==> config.mk <==
export PLATFORM = sky130hd
export DESIGN_NAME = txsym_pattern_cfg
export DESIGN_NICKNAME = d
export VERILOG_FILES = /design/src/rtl/txsym_pkg.sv /design/src/rtl/txsym_pattern_cfg.sv
export SDC_FILE = /design/constraint.sdc
export NUM_CORES = 1
export LEC_CHECK = 0
export BUFFER_PORTS_ARGS = -buffer_cell sky130_fd_sc_hd__buf_4
export CAP_MARGIN = 20
export CORE_MARGIN = 2
export CORE_UTILIZATION = 60
export DETAILED_ROUTE_END_ITERATION = 12
export GPL_ROUTABILITY_DRIVEN = 0
export PLACE_DENSITY = 0.8
export SYNTH_ARGS = -nofsm -noshare
export SYNTH_HDL_FRONTEND = slang
export SYNTH_SLANG_ARGS = --single-unit
==> constraint.sdc <==
create_clock -name core_clk_i -period 3.45 [get_ports core_clk_i]
set_clock_uncertainty 0.2 [all_clocks]
set_input_delay 0.69 -clock core_clk_i [delete_from_list [all_inputs] [get_ports core_clk_i]]
set_output_delay 0.69 -clock core_clk_i [all_outputs]
set_load 0.01 [all_outputs]
==> src/rtl/txsym_pkg.sv <==
`default_nettype none
package txsym_pkg;

    // ****************************************************************
    // Register indices, byte address is four times the index
    // ****************************************************************
    localparam int unsigned TXS_AW = 12;
    localparam logic [7:0] TXS_IDX_RATE_SEL = 8'h4C;
    localparam logic [7:0] TXS_IDX_P0_HIGH = 8'h4D;
    localparam logic [7:0] TXS_IDX_P0_LOW = 8'h4E;
    localparam logic [7:0] TXS_IDX_P1_HIGH = 8'h4F;
    localparam logic [7:0] TXS_IDX_P1_LOW = 8'h50;
    localparam logic [7:0] TXS_IDX_P2 = 8'h51;
    localparam logic [7:0] TXS_IDX_P3 = 8'h52;
    localparam logic [7:0] TXS_IDX_LONG_LEN = 8'h53;
    localparam logic [7:0] TXS_IDX_SHORT_LEN = 8'h54;
    localparam logic [3:0] TXS_NREG = 4'h9;
    localparam logic [3:0] TXS_UNMAPPED = 4'hF;

    // ****************************************************************
    // Field positions and reset values
    // ****************************************************************
    localparam int unsigned TXS_SHORT_SC_BIT = 7;
    localparam int unsigned TXS_SHORT_RATE_LSB = 4;
    localparam int unsigned TXS_LONG_SC_BIT = 3;
    localparam int unsigned TXS_LONG_RATE_LSB = 0;
    localparam int unsigned TXS_HI_LEN_LSB = 4;
    localparam int unsigned TXS_LO_LEN_LSB = 0;
    localparam logic [7:0] TXS_REG_RESET = 8'h00;
    localparam logic [7:0] TXS_SHORT_LEN_MASK = 8'h77;
    localparam logic [2:0] TXS_RATE_RSVD_MAX = 3'h1;
    localparam logic [1:0] TXS_RESP_OKAY = 2'h0;
    localparam logic [1:0] TXS_RESP_SLVERR = 2'h2;

    typedef enum logic [0:0] {
        TXS_IDLE = 1'b0,
        TXS_SHIFT = 1'b1
    } txs_state_t;

    typedef struct packed {
        logic [15:0] pattern;
        logic [3:0] last_idx;
        logic [2:0] rate;
        logic sc;
    } txs_sym_t;

    // Maps a byte address onto a register number
    function automatic logic [3:0] txs_decode(input logic [TXS_AW-1:0] a);
        logic [3:0] n;
        n = TXS_UNMAPPED;
        for (int i = 0; i < int'(TXS_NREG); i++)
        begin
            if (a == {2'h0, 8'(TXS_IDX_RATE_SEL + 8'(i)), 2'h0})
            begin
                n = 4'(i);
            end
        end
        return n;
    endfunction

endpackage
`default_nettype wire

==> src/rtl/txsym_pattern_cfg.sv <==
// Register access over AXI4-Lite was left to the implementer.
`timescale 1ns/1ps
`default_nettype none

// Notes on behaviour
// - Bit 7 picks short pair subcarrier 424/848
// - Bits 6..4 pick short pair bit rate
// - Bit 3 picks long pair subcarrier 424/848
// - Bits 2..0 pick long pair bit rate
// - First pattern: high byte above low byte
// - Second pattern: high byte above low byte
// - Third pattern is one full byte
// - Fourth pattern is one full byte
// - Second length is bits 7..4 plus one
// - First length is bits 3..0 plus one
// - Fourth length is bits 6..4 plus one
// - Third length is bits 2..0 plus one
module txsym_pattern_cfg
    import txsym_pkg::*;
(
    // Clock, reset, enable
    input wire logic core_clk_i,
    input wire logic sys_rst_i,
    input wire logic clk_en_i,
    // AXI4-Lite write
    input wire logic s_axi_awvalid_i,
    output logic s_axi_awready_o,
    input wire logic [TXS_AW-1:0] s_axi_awaddr_i,
    input wire logic [2:0] s_axi_awprot_i,
    input wire logic s_axi_wvalid_i,
    output logic s_axi_wready_o,
    input wire logic [31:0] s_axi_wdata_i,
    input wire logic [3:0] s_axi_wstrb_i,
    output logic s_axi_bvalid_o,
    input wire logic s_axi_bready_i,
    output logic [1:0] s_axi_bresp_o,
    // AXI4-Lite read
    input wire logic s_axi_arvalid_i,
    output logic s_axi_arready_o,
    input wire logic [TXS_AW-1:0] s_axi_araddr_i,
    input wire logic [2:0] s_axi_arprot_i,
    output logic s_axi_rvalid_o,
    input wire logic s_axi_rready_i,
    output logic [31:0] s_axi_rdata_o,
    output logic [1:0] s_axi_rresp_o,
    // Symbol encoder side
    input wire logic sym_start_i,
    input wire logic [1:0] sym_sel_i,
    input wire logic bit_adv_i,
    output logic sym_bit_o,
    output logic sym_active_o,
    output logic sym_last_o,
    output logic [2:0] sym_rate_o,
    output logic sym_sc_o,
    output logic sym_rate_rsvd_o
);

    // ****************************************************************
    // Register bus slave
    // ****************************************************************
    logic [7:0] regs_r [9];
    logic aw_full_r;
    logic w_full_r;
    logic [TXS_AW-1:0] awaddr_r;
    logic [7:0] wdata_r;
    logic wstrb0_r;
    logic awready_r;
    logic wready_r;
    logic bvalid_r;
    logic [1:0] bresp_r;
    logic arready_r;
    logic rvalid_r;
    logic [31:0] rdata_r;
    logic [1:0] rresp_r;

    wire aw_take = s_axi_awvalid_i & awready_r;
    wire w_take = s_axi_wvalid_i & wready_r;
    wire do_write = aw_full_r & w_full_r & ~bvalid_r;
    wire aw_full_nxt = aw_full_r ? ~do_write : aw_take;
    wire w_full_nxt = w_full_r ? ~do_write : w_take;
    wire [3:0] wr_num = txs_decode(awaddr_r);
    wire wr_hit = wr_num != TXS_UNMAPPED;
    wire wr_en = do_write & wr_hit & wstrb0_r;
    wire bvalid_nxt = do_write | (bvalid_r & ~s_axi_bready_i);

    wire ar_take = s_axi_arvalid_i & arready_r;
    wire rvalid_nxt = ar_take | (rvalid_r & ~s_axi_rready_i);
    wire [3:0] rd_num = txs_decode(s_axi_araddr_i);
    wire rd_hit = rd_num != TXS_UNMAPPED;
    wire [7:0] rd_byte = rd_hit ? regs_r[rd_num] : 8'h00;
    wire [7:0] wr_byte = (wr_num == 4'h8) ?
        (wdata_r & TXS_SHORT_LEN_MASK) : wdata_r;

    always_ff @(posedge core_clk_i)
    begin
        if (sys_rst_i)
        begin
            aw_full_r <= 1'b0;
            w_full_r <= 1'b0;
            awaddr_r <= '0;
            wdata_r <= 8'h00;
            wstrb0_r <= 1'b0;
            awready_r <= 1'b0;
            wready_r <= 1'b0;
            bvalid_r <= 1'b0;
            bresp_r <= TXS_RESP_OKAY;
        end
        else if (clk_en_i)
        begin
            aw_full_r <= aw_full_nxt;
            w_full_r <= w_full_nxt;
            awready_r <= ~aw_full_nxt;
            wready_r <= ~w_full_nxt;
            bvalid_r <= bvalid_nxt;
            if (aw_take)
            begin
                awaddr_r <= s_axi_awaddr_i;
            end
            if (w_take)
            begin
                wdata_r <= s_axi_wdata_i[7:0];
                wstrb0_r <= s_axi_wstrb_i[0];
            end
            if (do_write)
            begin
                bresp_r <= wr_hit ? TXS_RESP_OKAY : TXS_RESP_SLVERR;
            end
        end
    end

    // Register storage
    always_ff @(posedge core_clk_i)
    begin
        if (sys_rst_i)
        begin
            for (int i = 0; i < 9; i++)
            begin
                regs_r[i] <= TXS_REG_RESET;
            end
        end
        else if (clk_en_i && wr_en)
        begin
            regs_r[wr_num] <= wr_byte;
        end
    end

    always_ff @(posedge core_clk_i)
    begin
        if (sys_rst_i)
        begin
            arready_r <= 1'b0;
            rvalid_r <= 1'b0;
            rdata_r <= 32'h0000_0000;
            rresp_r <= TXS_RESP_OKAY;
        end
        else if (clk_en_i)
        begin
            arready_r <= ~rvalid_nxt;
            rvalid_r <= rvalid_nxt;
            if (ar_take)
            begin
                rdata_r <= {24'h00_0000, rd_byte};
                rresp_r <= rd_hit ? TXS_RESP_OKAY : TXS_RESP_SLVERR;
            end
        end
    end

    assign s_axi_awready_o = awready_r;
    assign s_axi_wready_o = wready_r;
    assign s_axi_bvalid_o = bvalid_r;
    assign s_axi_bresp_o = bresp_r;
    assign s_axi_arready_o = arready_r;
    assign s_axi_rvalid_o = rvalid_r;
    assign s_axi_rdata_o = rdata_r;
    assign s_axi_rresp_o = rresp_r;

    // ****************************************************************
    // Symbol configuration
    // ****************************************************************
    wire [7:0] rate_sel = regs_r[0];
    wire [7:0] long_len = regs_r[7];
    wire [7:0] short_len = regs_r[8];
    txs_sym_t cfg [4];

    assign cfg[0] = {regs_r[1], regs_r[2],
        long_len[TXS_LO_LEN_LSB +: 4],
        rate_sel[TXS_LONG_RATE_LSB +: 3],
        rate_sel[TXS_LONG_SC_BIT]};
    assign cfg[1] = {regs_r[3], regs_r[4],
        long_len[TXS_HI_LEN_LSB +: 4],
        rate_sel[TXS_LONG_RATE_LSB +: 3],
        rate_sel[TXS_LONG_SC_BIT]};
    assign cfg[2] = {8'h00, regs_r[5],
        1'b0, short_len[TXS_LO_LEN_LSB +: 3],
        rate_sel[TXS_SHORT_RATE_LSB +: 3],
        rate_sel[TXS_SHORT_SC_BIT]};
    assign cfg[3] = {8'h00, regs_r[6],
        1'b0, short_len[TXS_HI_LEN_LSB +: 3],
        rate_sel[TXS_SHORT_RATE_LSB +: 3],
        rate_sel[TXS_SHORT_SC_BIT]};

    wire txs_sym_t sel_cfg = cfg[sym_sel_i];

    // ****************************************************************
    // Pattern serializer
    // ****************************************************************
    txs_state_t state_r;
    logic [15:0] pat_r;
    logic [3:0] cnt_r;
    logic bit_r;
    logic last_r;
    logic [2:0] rate_r;
    logic sc_r;
    logic rsvd_r;

    wire start_ok = sym_start_i & (state_r == TXS_IDLE);
    wire shift_ok = bit_adv_i & (state_r == TXS_SHIFT);
    wire at_end = shift_ok & (cnt_r == 4'h0);
    wire [3:0] cnt_dec = 4'(cnt_r - 4'h1);

    always_ff @(posedge core_clk_i)
    begin
        if (sys_rst_i)
        begin
            state_r <= TXS_IDLE;
            pat_r <= 16'h0000;
            cnt_r <= 4'h0;
            bit_r <= 1'b0;
            last_r <= 1'b0;
            rate_r <= 3'h0;
            sc_r <= 1'b0;
            rsvd_r <= 1'b0;
        end
        else if (clk_en_i)
        begin
            case (state_r)
                TXS_IDLE:
                begin
                    if (start_ok)
                    begin
                        state_r <= TXS_SHIFT;
                        pat_r <= sel_cfg.pattern;
                        cnt_r <= sel_cfg.last_idx;
                        bit_r <= sel_cfg.pattern[sel_cfg.last_idx];
                        last_r <= sel_cfg.last_idx == 4'h0;
                        rate_r <= sel_cfg.rate;
                        sc_r <= sel_cfg.sc;
                        // Reserved codes are flagged, never acted on
                        rsvd_r <= sel_cfg.rate <= TXS_RATE_RSVD_MAX;
                    end
                end
                TXS_SHIFT:
                begin
                    if (at_end)
                    begin
                        state_r <= TXS_IDLE;
                        bit_r <= 1'b0;
                        last_r <= 1'b0;
                    end
                    else if (shift_ok)
                    begin
                        cnt_r <= cnt_dec;
                        bit_r <= pat_r[cnt_dec];
                        last_r <= cnt_dec == 4'h0;
                    end
                end
                default:
                begin
                    state_r <= TXS_IDLE;
                end
            endcase
        end
    end

    assign sym_bit_o = bit_r;
    assign sym_active_o = state_r == TXS_SHIFT;
    assign sym_last_o = last_r;
    assign sym_rate_o = rate_r;
    assign sym_sc_o = sc_r;
    assign sym_rate_rsvd_o = rsvd_r;

    // ****************************************************************
    // Checks
    // ****************************************************************
    logic [4:0] seen_r;
    logic [4:0] want_r;

    always_ff @(posedge core_clk_i)
    begin
        if (sys_rst_i)
        begin
            seen_r <= 5'h00;
            want_r <= 5'h00;
        end
        else if (clk_en_i)
        begin
            if (start_ok)
            begin
                seen_r <= 5'h01;
                case (sym_sel_i)
                    2'h0: want_r <= 5'(long_len[3:0]) + 5'h01;
                    2'h1: want_r <= 5'(long_len[7:4]) + 5'h01;
                    2'h2: want_r <= 5'(short_len[2:0]) + 5'h01;
                    default: want_r <= 5'(short_len[6:4]) + 5'h01;
                endcase
            end
            else if (shift_ok && !at_end)
            begin
                seen_r <= 5'(seen_r + 5'h01);
            end
        end
    end
endmodule
`default_nettype wire

* Word level (Yosys, flattened, before mapping) *
Memory sizes are Yosys's and may differ from the RTL's.
Cells that the tools add are included.
W data, S select, Z words.

operators by class
  add/sub/neg operators = 1
  $lt $le $gt $ge = 4
  eq/ne operators = 25
  multiplexer cells = 54
  bitwise gates (word level) = 23
  reduce and logical (&&, ||, !) cells = 12

operator list
  kind                   number
  $eq A12 B9 Y1 const B  18
  $mux W4                22
  $bmux W24 S2           1
  $mux W24               2
  $mux W8                3
  $mux W1                18
  $and A1 B1 Y1          12
  $logic_not A4 Y1       3
  $lt A4 B5 Y1 const B   2
  $bmux W1 S4            2
  $ne A4 B4 Y1 const B   2
  $not A1 Y1             8
  $pmux W4 S2            1
  $reduce_and A2 Y1      4
  $reduce_or A8 Y1       1
  $pmux W1 S2            3
  $reduce_and A3 Y1      2
  $eq A4 B4 Y1 const B   1
  $mux W2                2
  $ne A2 B2 Y1 const B   2
  $reduce_and A4 Y1      1
  $sub A4 B1 Y4 const B  1
  $ge A3 B3 Y1 const B   1
  $le A3 B1 Y1 const B   1
  other kinds (5)        6

storage, ports and cells
  flip-flop bits (word level) = 68
  RAM bits = 72
  bits of input ports = 78
  memories kept = 1

memories
  name    words  width  read ports  clocked after Yosys merged registers in  write ports  line                     source
  regs_r  9      8      10          0                                        9            txsym_pattern_cfg.sv:61  logic [7:0] regs_r [9];

* Depth between registers and ports, before layout *
Gate-level depths: netlist of run 1.

  word-level depth = 19
  gate-level depth with buffers = 9
  gate-level depth less buffers = 8

* Worst setup path after synthesis of run 1 *
No wires, ideal clock.

  path kind = input-to-reg
  start point = in sym_sel_i[0]
  end point = reg bit_r (netlist: sym_bit_o)
  arrival = 2,284 ps
  required time = 3,119 ps
  setup slack = 835 ps
  cell stages on the path = 8
  path buffers = 2
  cell sequence = buf_2 buf_2 mux4_2 mux2i_1 mux2i_1 mux2_2 nand2_1 a311oi_1

on the way
  longest elaborated chain between the ends = 8

RTL lines
  item                                          line                      source
  start: declaration                            txsym_pattern_cfg.sv:48   input wire logic [1:0] sym_sel_i,
  $not A2 Y3 (not written as such)              txsym_pattern_cfg.sv:202  wire txs_sym_t sel_cfg = cfg[sym_sel_i];
  $bmux W24 S2                                  txsym_pattern_cfg.sv:202
  $mux W24 (not written as such) (2 in series)  txsym_pattern_cfg.sv:202
  $bmux W1 S4                                   txsym_pattern_cfg.sv:244  bit_r <= sel_cfg.pattern[sel_cfg.last_idx];
  $mux W1 (not written as such)                 txsym_pattern_cfg.sv:244
  $mux W1                                       txsym_pattern_cfg.sv:239  if (start_ok)
  $pmux W1 S2                                   txsym_pattern_cfg.sv:236  case (state_r)
  end signal: assignment                        txsym_pattern_cfg.sv:244
  end signal: assignment                        txsym_pattern_cfg.sv:263  bit_r <= pat_r[cnt_dec];
  end: declaration                              txsym_pattern_cfg.sv:210  logic bit_r;

Every way passes these cells. The select of a mux whose other input is x is not followed.
A chain may end at the register's enable or synchronous reset.

* Worst setup path in the final report of run 1 *
  start point = in s_axi_araddr_i[10]
  end point = reg rdata_r[0] (netlist: s_axi_rdata_o[0])

on the way
  longest elaborated chain between the ends = 12
  elaborated cells on any way between the ends = 21

RTL lines
  item                                                  line                      source
  start: declaration                                    txsym_pattern_cfg.sv:40   input wire logic [TXS_AW-1:0] s_axi_araddr_i,
  $eq A12 B9 Y1                                         txsym_pkg.sv:53           if (a == {2'h0, 8'(TXS_IDX_RATE_SEL + 8'(i)), 2'h0})
  $mux W4 (8 in series)                                 txsym_pkg.sv:53
  $mux W4 *                                             txsym_pkg.sv:53
  $mem_v2 Z9 W8 / $ne A4 B4 Y1 (equally long branches)  --
  $mux W8 *                                             txsym_pattern_cfg.sv:90   wire [7:0] rd_byte = rd_hit ? regs_r[rd_num] : 8'h00;
  end signal: assignment                                txsym_pattern_cfg.sv:162  rdata_r <= {24'h00_0000, rd_byte};
  end: declaration                                      txsym_pattern_cfg.sv:73   logic [31:0] rdata_r;

Mark *: on every way between the ends. The rest lies on a longest branch, timed or not.

==> results.yml, run 1 <==
status:
  outcome: "complete, no violations"
clock_tree:
  cts_tree: "done"
  cts_resized: 0
  clock_tree.root_cell: "clkbuf_16"
  cts_hold_buf: 0
  numCtsBuffers: 17
  clk_latency_ns: 0.43
  clock_sinks: 154
  clk_pin_slew_ns: 0.06
  postCtsSetupBuffers: 0
  h-tree-depth: 4
  clk_path_buf_depth: 2
yosys:
  syn-cell-area_um2: 7810
  postSynthCellCount: 761
  synth.avg_cell_area_um2: 10.3
  yosysWarnings: 0
  synth-seq-cells: 154
  synth-edff-count: 88
  yosys_most_used_dff: "edfxtp_1"
  ys_types: 55
  async_flop_share_pct: 0
  synth_seq_area_share_pct: 50.8
grt:
  overflow: 0
  grt_pass1_wl_um: 30800
  grt_use_total_pct: 28.9
  antenna_found_initial: 1
  grt_max_degree: 70
  grt_pass1_vias: 5709
power:
  p_total_mw: 4.22
  p_leak_nw: 3.28
  ir_drop_uv: 411
  power.density_nw_per_um2: 473
layout:
  areaGrowthSynthToFinish_pct: 14.4
  drive_gt1_share_pct: 16.1
  final_util_pct: 70.5
  diodes: 0
  fin_cells: 1010
  layout_commonest_cell: "nand2_1"
  fin_area_um2: 8930
  mostFrequentLayoutCells: "nand2_1 (90), edfxtp_1 (88), and2_1 (76)"
  final_nets: 905
run:
  maxCapViolCount: 0
floorplan:
  row_count: 41
  start_util_pct: 61.6
  die_x_um: 118
  dieArea_um2: 13900
  io_pins: 127
  die_h_um: 118
  core-area_um2: 12700
timing:
  tns_ns: 0
  holdWs_ns: 0.257
  final-setup-viol-count: 0
  fin_ws_ns: 0.793
  tightest_slew_ns: 0.842
  rsz0062_at_grt: "false"
  fin_crit_sh_pct: 77.0
  hold_viol: 0
  max_slew_margin_pct: 43.7
  min_period_ns: 2.66
  slew_violations: 0
  max_freq_mhz: 376
worst_setup_path:
  crit_arrival_ns: 2.74
  critical_path_class: "in -> reg"
  critPathMaxFanout: 11
  required_ns: 3.54
  setup.worst_path.end_class: "flip-flop"
  critPathLaunchType: "input port"
placement:
  post_dp_cell_area_um2: 8350
  port_buffers: 67
  hpwl_um: 13900
  dp.cells: 978
  dp_slack_ns: 0.384
detailed_routing:
  drt-initial-drc-count: 1080
  ant_nets: 0
  wl_per_cell_um: 19.7
  via_count: 6085
  drc: 0
  dr.pass1.iters: 6
  avgViaCountPerCell: 6.02
  drt-total-wl_um: 19900
worst_hold_path:
  hold_path_class: "reg -> reg"
-- cell families after synthesis --
group | after synthesis | synth area share (%)
compound gates | 158 | 13.2
xor+xnor | 2 | 0.224
fa+ha+maj | 2 | 0.321
buf+inv | 84 | 5.55
flops | 154 | 50.8
mux | 55 | 9.49
other cells | 1 | 0.0480
simple gates | 305 | 20.4
-- where the power goes --
part | switching [mW] | internal [mW]
registers | 0.0648 | 2.01
logic | 0.218 | 0.146
clock network | 0.747 | 1.04
-- path summary, 6_finish.rpt --
| check | startpoint | end | slack [ns] | cells after the start |
|---|---|---|---|---|
| worst min-delay path | pat_r[0] | pat_r[0] | 0.26 | 2 |
| worst max register to register | cnt_r[0] | sym_bit_o | 0.86 | 7 |
| worst min register to register | pat_r[0] | pat_r[0] | 0.26 | 2 |
| worst max-delay path | s_axi_araddr_i[10] | s_axi_rdata_o[0] | 0.79 | 7 |
-- critical path, cell delays in order --
cell	delay [ns]
buf_4	0.12
nor4_4	0.33
and3_1	0.47
nand2_1	0.34
and2_1	0.28
o31ai_1	0.35
o211ai_1	0.16
-- synth_stat cells (2+ instances only) --
library cell | count | area, um2
a211oi_1 | 11 | 82.6
a21o_1 | 8 | 60.1
a21oi_1 | 64 | 320
a22oi_1 | 2 | 15.0
a311oi_1 | 3 | 26.3
and2_1 | 76 | 475
and3_1 | 8 | 50.1
buf_1 | 4 | 15.0
buf_2 | 4 | 20.0
buf_4 | 27 | 203
clkbuf_1 | 37 | 139
dfxtp_1 | 66 | 1320
edfxtp_1 | 88 | 2640
ha_1 | 2 | 25.0
inv_1 | 11 | 41.3
mux2_2 | 2 | 22.5
mux2i_1 | 38 | 380
mux4_2 | 15 | 338
nand2_1 | 90 | 338
nand2b_1 | 9 | 56.3
nand3_1 | 19 | 95.1
nand3b_1 | 4 | 30.0
nand4_1 | 16 | 100
nor2_1 | 41 | 154
nor2b_1 | 3 | 18.8
nor3_1 | 16 | 80.1
o211ai_1 | 10 | 75.1
o21a_1 | 3 | 22.5
o21ai_0 | 14 | 70.1
o221a_1 | 8 | 90.1
o22ai_1 | 2 | 12.5
o311ai_0 | 3 | 26.3
o31ai_1 | 24 | 180
or2_2 | 9 | 56.3
or3_1 | 4 | 25.0
-- flip-flops by register name (all words and copies together), names as in the netlist, 3 cells and up --
register       cells
awaddr_r          12
cnt_r              4
pat_r             16
s_axi_rdata_o      8
sym_rate_o         3
wdata_r            8
regs_r            88
-- routing by layer --
layer  global-route usage [%]  vias up  routed length [um]
met2                     46.8      333                9500
met5                        0        -                   0
met4                     11.4        0                 727
met3                     6.98       59                1910
met1                     37.5     2867                7780
li1                         -     2826                   -
-- cell type report --
| class | instances | area (um2) |
|---|---|---|
| fill | 938 | 3740 |
| tap | 172 | 215 |
| timing repair buffer | 75 | 563 |
| multi-input combinational | 566 | 3570 |
| sequential | 154 | 3960 |
| inverter | 11 | 41.3 |
| clock buffer | 20 | 458 |
| clock inverter | 12 | 115 |
Note: power is estimated with default switching activity, not from simulation.
==> run 2: changes to the inputs <==
Settings changed: CORE_UTILIZATION 60 to 56, PLACE_DENSITY 0.8 to 0.75.
Clock period 3.45 ns to 2.7 ns, I/O delays scaled along.
==> results.yml, run 2 (same netlist as run 1, synthesis figures left out) <==
layout:
  areaGrowthSynthToFinish_pct: 16.7
  diodes: 0
  mostFrequentLayoutCells: "nand2_1 (90), buf_4 (89), edfxtp_1 (88)"
  reg_top3: "regs_r x88, pat_r x16, awaddr_r x12"
  drive_gt1_share_pct: 17.8
  n_fill_cell: 1072
  final_nets: 921
  largest_register: "regs_r"
  layout_commonest_cell: "nand2_1"
  fin_cells: 1034
  largest_reg_flops: 88
detailed_routing:
  drt-initial-drc-count: 1024
  dr.pass1.iters: 6
  via_count: 6221
  wl_per_cell_um: 19.6
  drt-total-wl_um: 20200
  drc: 0
  ant_nets: 0
  avgViaCountPerCell: 6.02
clock_tree:
  clock_sinks: 154
  clock_tree.root_cell: "clkbuf_16"
  cts_resized: 0
  numCtsBuffers: 17
  clk_path_buf_depth: 2
  postCtsSetupBuffers: 0
  clk_latency_ns: 0.43
  clk_pin_slew_ns: 0.06
  h-tree-depth: 4
  cts_tree: "done"
  cts_hold_buf: 0
worst_setup_path:
  path_cells: "nor4_1, nand3b_1, nor3_1, inv_1, nor2_1, or2_2"
  slowest_delay_ns: 0.41
  critPathLaunchType: "flip-flop"
  cpMaxStageDelayCell: "nor4_1"
  required_ns: 2.62
  reg2regPathDepth: 6
  setup.worst_path.end_class: "flip-flop"
  critical_path_class: "reg -> reg"
  r2r-end: "regs_r[0][1]"
  critPathMaxFanout: 8
  reg2reg_from: "awaddr_r[9]"
  crit_arrival_ns: 2.45
  rrSetupSlack_ns: 0.17
power:
  p_total_mw: 5.54
  ir_drop_uv: 574
  p_leak_nw: 3.40
  power.density_nw_per_um2: 608
grt:
  grt_pass1_vias: 5950
  antenna_found_initial: 0
  grt_max_degree: 40
  grt_use_total_pct: 28.3
  overflow: 0
  grt_pass1_wl_um: 31200
floorplan:
  core-area_um2: 13800
  io_pins: 127
  die_h_um: 122
  start_util_pct: 56.7
  die_x_um: 122
  row_count: 43
  dieArea_um2: 14900
timing:
  tns_ns: 0
  fin_crit_sh_pct: 93.6
  max_freq_mhz: 395
  final-setup-viol-count: 0
  rsz0062_at_grt: "false"
  slew_violations: 0
  max_slew_margin_pct: 45.4
  hold_viol: 0
  tightest_slew_ns: 0.818
  min_period_ns: 2.53
run:
  maxCapViolCount: 0
worst_hold_path:
  hold_start: "s_axi_awaddr_i[1]"
  hold_path_class: "in -> reg"
  holdPathEnd: "awaddr_r[1]"
  hold_depth: 3
status:
  outcome: "complete, no violations"
placement:
  dp.cells: 1002
  hpwl_um: 14400
  port_buffers: 67
-- run 2: cell types whose count changed in the layout (fill, tap and decap cells not counted), moves of 2 or more --
cell,change
clkinvlp_4,-3
buf_12,+2
buf_4,+14
inv_4,+2
-- run 2: per-layer routing --
layer	vias up	part of all wire, %	track usage, %
met3	62	9.5	6.88
li1	2869	-	-
met1	2955	38	36.6
met4	0	4.4	13.5
met2	335	48	45.0
met5	-	0	0
-- run 2: final cells by class --
cell class                      instances  area, um2  area share [%]
Timing Repair Buffer                   91        708            7.77
Clock inverter                         12        135            1.48
Multi-Input combinational cell        566       3570            39.2
Tap cell                              180        225            2.47
Inverter                               11       41.3           0.453
Sequential cell                       154       3960            43.5
Clock buffer                           20        468            5.14
-- run 2: critical path, delay by kind of cell, from the launching register on --
kind | cells | cell delay [ns]
buffers and inverters | 1 | 0.15
AND/OR/NAND/NOR | 5 | 1.53
flip-flops | 1 | 0.33
-- run 2: where the power goes --
| part | total (mW) | internal [mW] | switching, mW |
|---|---|---|---|
| Sequential | 2.64 | 2.56 | 0.0783 |
| Combinational | 0.483 | 0.197 | 0.286 |
| Clock | 2.42 | 1.45 | 0.969 |
| Total | 5.54 | 4.21 | 1.33 |
-- run 2: worst max-delay path by stage --
stage | from | end | slack, ns
5_1_grt | awaddr_r[9] | regs_r[0][5] | 0.04
3_5_place_dp | sym_sel_i[0] | sym_bit_o | 0.11
3_3_place_gp | sym_sel_i[0] | sym_bit_o | 0.17
2_1_floorplan | sym_sel_i[0] | sym_bit_o | 0.23
4_1_cts | awaddr_r[9] | regs_r[0][5] | 0.19
6_report | awaddr_r[9] | regs_r[0][1] | 0.17
-- run 2: through the flow --
step,hold WS [ns],instance area [um2],setup slack (ns),utilization [%]
after floorplan,0.231,7970,0.235,-
after global placement,0.240,8510,0.168,61.8
after detailed placement,0.245,8510,0.109,61.8
after CTS,0.152,9110,0.194,66.2
after global routing,0.158,9110,0.0420,66.2
final,0.157,9110,0.172,66.2
==> run 3: changes to the inputs <==
Settings changed: CORE_ASPECT_RATIO set to 0.9, GPL_TIMING_DRIVEN set to 0.
==> results.yml, run 3 (same netlist as run 1, synthesis figures left out) <==
status:
  outcome: "complete, no violations"
grt:
  overflow: 0
  gr-usage-met1_pct: 42.4
  grt_pass1_vias: 5834
  grt_pass1_wl_um: 32400
  gr-usage-met2_pct: 42.6
  grt_max_degree: 17
  antenna_found_initial: 0
  grt_busiest_layer: "met2"
  grt_use_total_pct: 29.2
  gr-usage-met3_pct: 7.53
clock_tree:
  h-tree-depth: 4
  numCtsBuffers: 17
  clk_latency_ns: 0.43
  clock_tree.root_cell: "clkbuf_16"
  postCtsSetupBuffers: 0
  clock_sinks: 154
  cts_tree: "done"
  clk_path_buf_depth: 2
  clk_pin_slew_ns: 0.06
floorplan:
  die_x_um: 128
  row_count: 40
  dieArea_um2: 14900
  core-area_um2: 13500
  io_pins: 127
  die_h_um: 116
  start_util_pct: 58.0
detailed_routing:
  ant_nets: 0
  wl_per_cell_um: 19.9
  via_count: 6417
  drt-total-wl_um: 21200
  drt-initial-drc-count: 848
  avgViaCountPerCell: 6.01
  drc: 0
  dr.pass1.iters: 5
timing:
  final-setup-viol-count: 0
  holdWs_ns: 0.155
  hold_viol: 0
  min_period_ns: 2.58
  max_freq_mhz: 388
  tightest_slew_ns: 0.728
  rsz0062_at_grt: "false"
  slew_violations: 0
  max_slew_margin_pct: 51.3
  fin_crit_sh_pct: 95.6
worst_setup_path:
  critPathMaxFanout: 8
  crit_arrival_ns: 2.50
  required_ns: 2.62
  critPathLaunchType: "flip-flop"
  critical_path_class: "reg -> reg"
  setup.worst_path.end_class: "flip-flop"
  rrSetupSlack_ns: 0.12
layout:
  mostFrequentLayoutCells: "buf_4 (91), nand2_1 (90), edfxtp_1 (88)"
  fin_cells: 1068
  reg_top3: "regs_r x88, pat_r x16, awaddr_r x12"
  diodes: 0
  drive_gt1_share_pct: 17.6
  final_nets: 967
  largest_register: "regs_r"
  largest_reg_flops: 88
  areaGrowthSynthToFinish_pct: 19.1
  fin_area_um2: 9290
  layout_commonest_cell: "buf_4"
placement:
  post_dp_cell_area_um2: 8660
  dp.cells: 1036
  hpwl_um: 15700
  port_buffers: 64
worst_hold_path:
  hold_path_class: "in -> reg"
power:
  p_leak_nw: 3.47
  ir_drop_uv: 588
  power.density_nw_per_um2: 613
run:
  maxCapViolCount: 0
[run 3: area by class of cell]
class,count,area [um2]
clock buffer,21,450
timing repair buffer,64,480
inverter,11,41.3
tap,168,210
buffer,73,393
clock inverter,11,169
fill,1019,4170
multi-input combinational,566,3590
sequential,154,3960
[run 3: layer usage]
metal  part of all wire, %  routed length [um]  up-vias
li1                      -                   -     2965
met1                    41                8730     2952
met2                    44                9260      441
met3                    12                2550       59
met4                   3.1                 662        0
met5                     0                   0        -
[run 3: path summary, 6_finish.rpt]
kind | start | end | cells past startpoint
min reg2reg | awaddr_r[1] | awaddr_r[1] | 2
max | s_axi_bvalid_o | regs_r[1][2] | 6
max reg2reg | s_axi_bvalid_o | regs_r[1][2] | 6
min | s_axi_awaddr_i[10] | awaddr_r[10] | 3
[run 3: metrics by stage]
| step | power (mW) | setup WS (ns) | TNS, ns | util, % |
|---|---|---|---|---|
| 2_1_floorplan | 2.99 | 0.235 | 0 | - |
| 5_1_grt | 5.84 | 0.0150 | 0 | 69.0 |
| 3_3_place_gp | 3.18 | -0.383 | -2.82 | 64.3 |
| 4_1_cts | 5.68 | 0.0739 | 0 | 68.9 |
| 6_report | 5.70 | 0.120 | 0 | 69.0 |
| 3_5_place_dp | 3.19 | -0.355 | -4.28 | 64.3 |
[run 3: what timing repair did]
item	4_1_cts	5_1_grt
hold endpoints to repair	0	0
gates resized for setup	1	4
pin swaps	0	0
hold buffers	0	0
setup endpoints to repair	1	25
[run 3: critical path, cell delays in order (launching register included)]
cell and delay, ns:
dfxtp_1 0.34, and4b_1 0.34, nand3b_1 0.15, nor3_1 0.29, inv_1 0.15, nor2_1 0.42
or2_2 0.36
[run 3: power breakdown]
group          switching, mW  internal, mW  leakage (nW)
logic                  0.303         0.219          1.74
registers             0.0812          2.56          1.44
clock network          0.959          1.57         0.293
total                   1.34          4.35          3.47
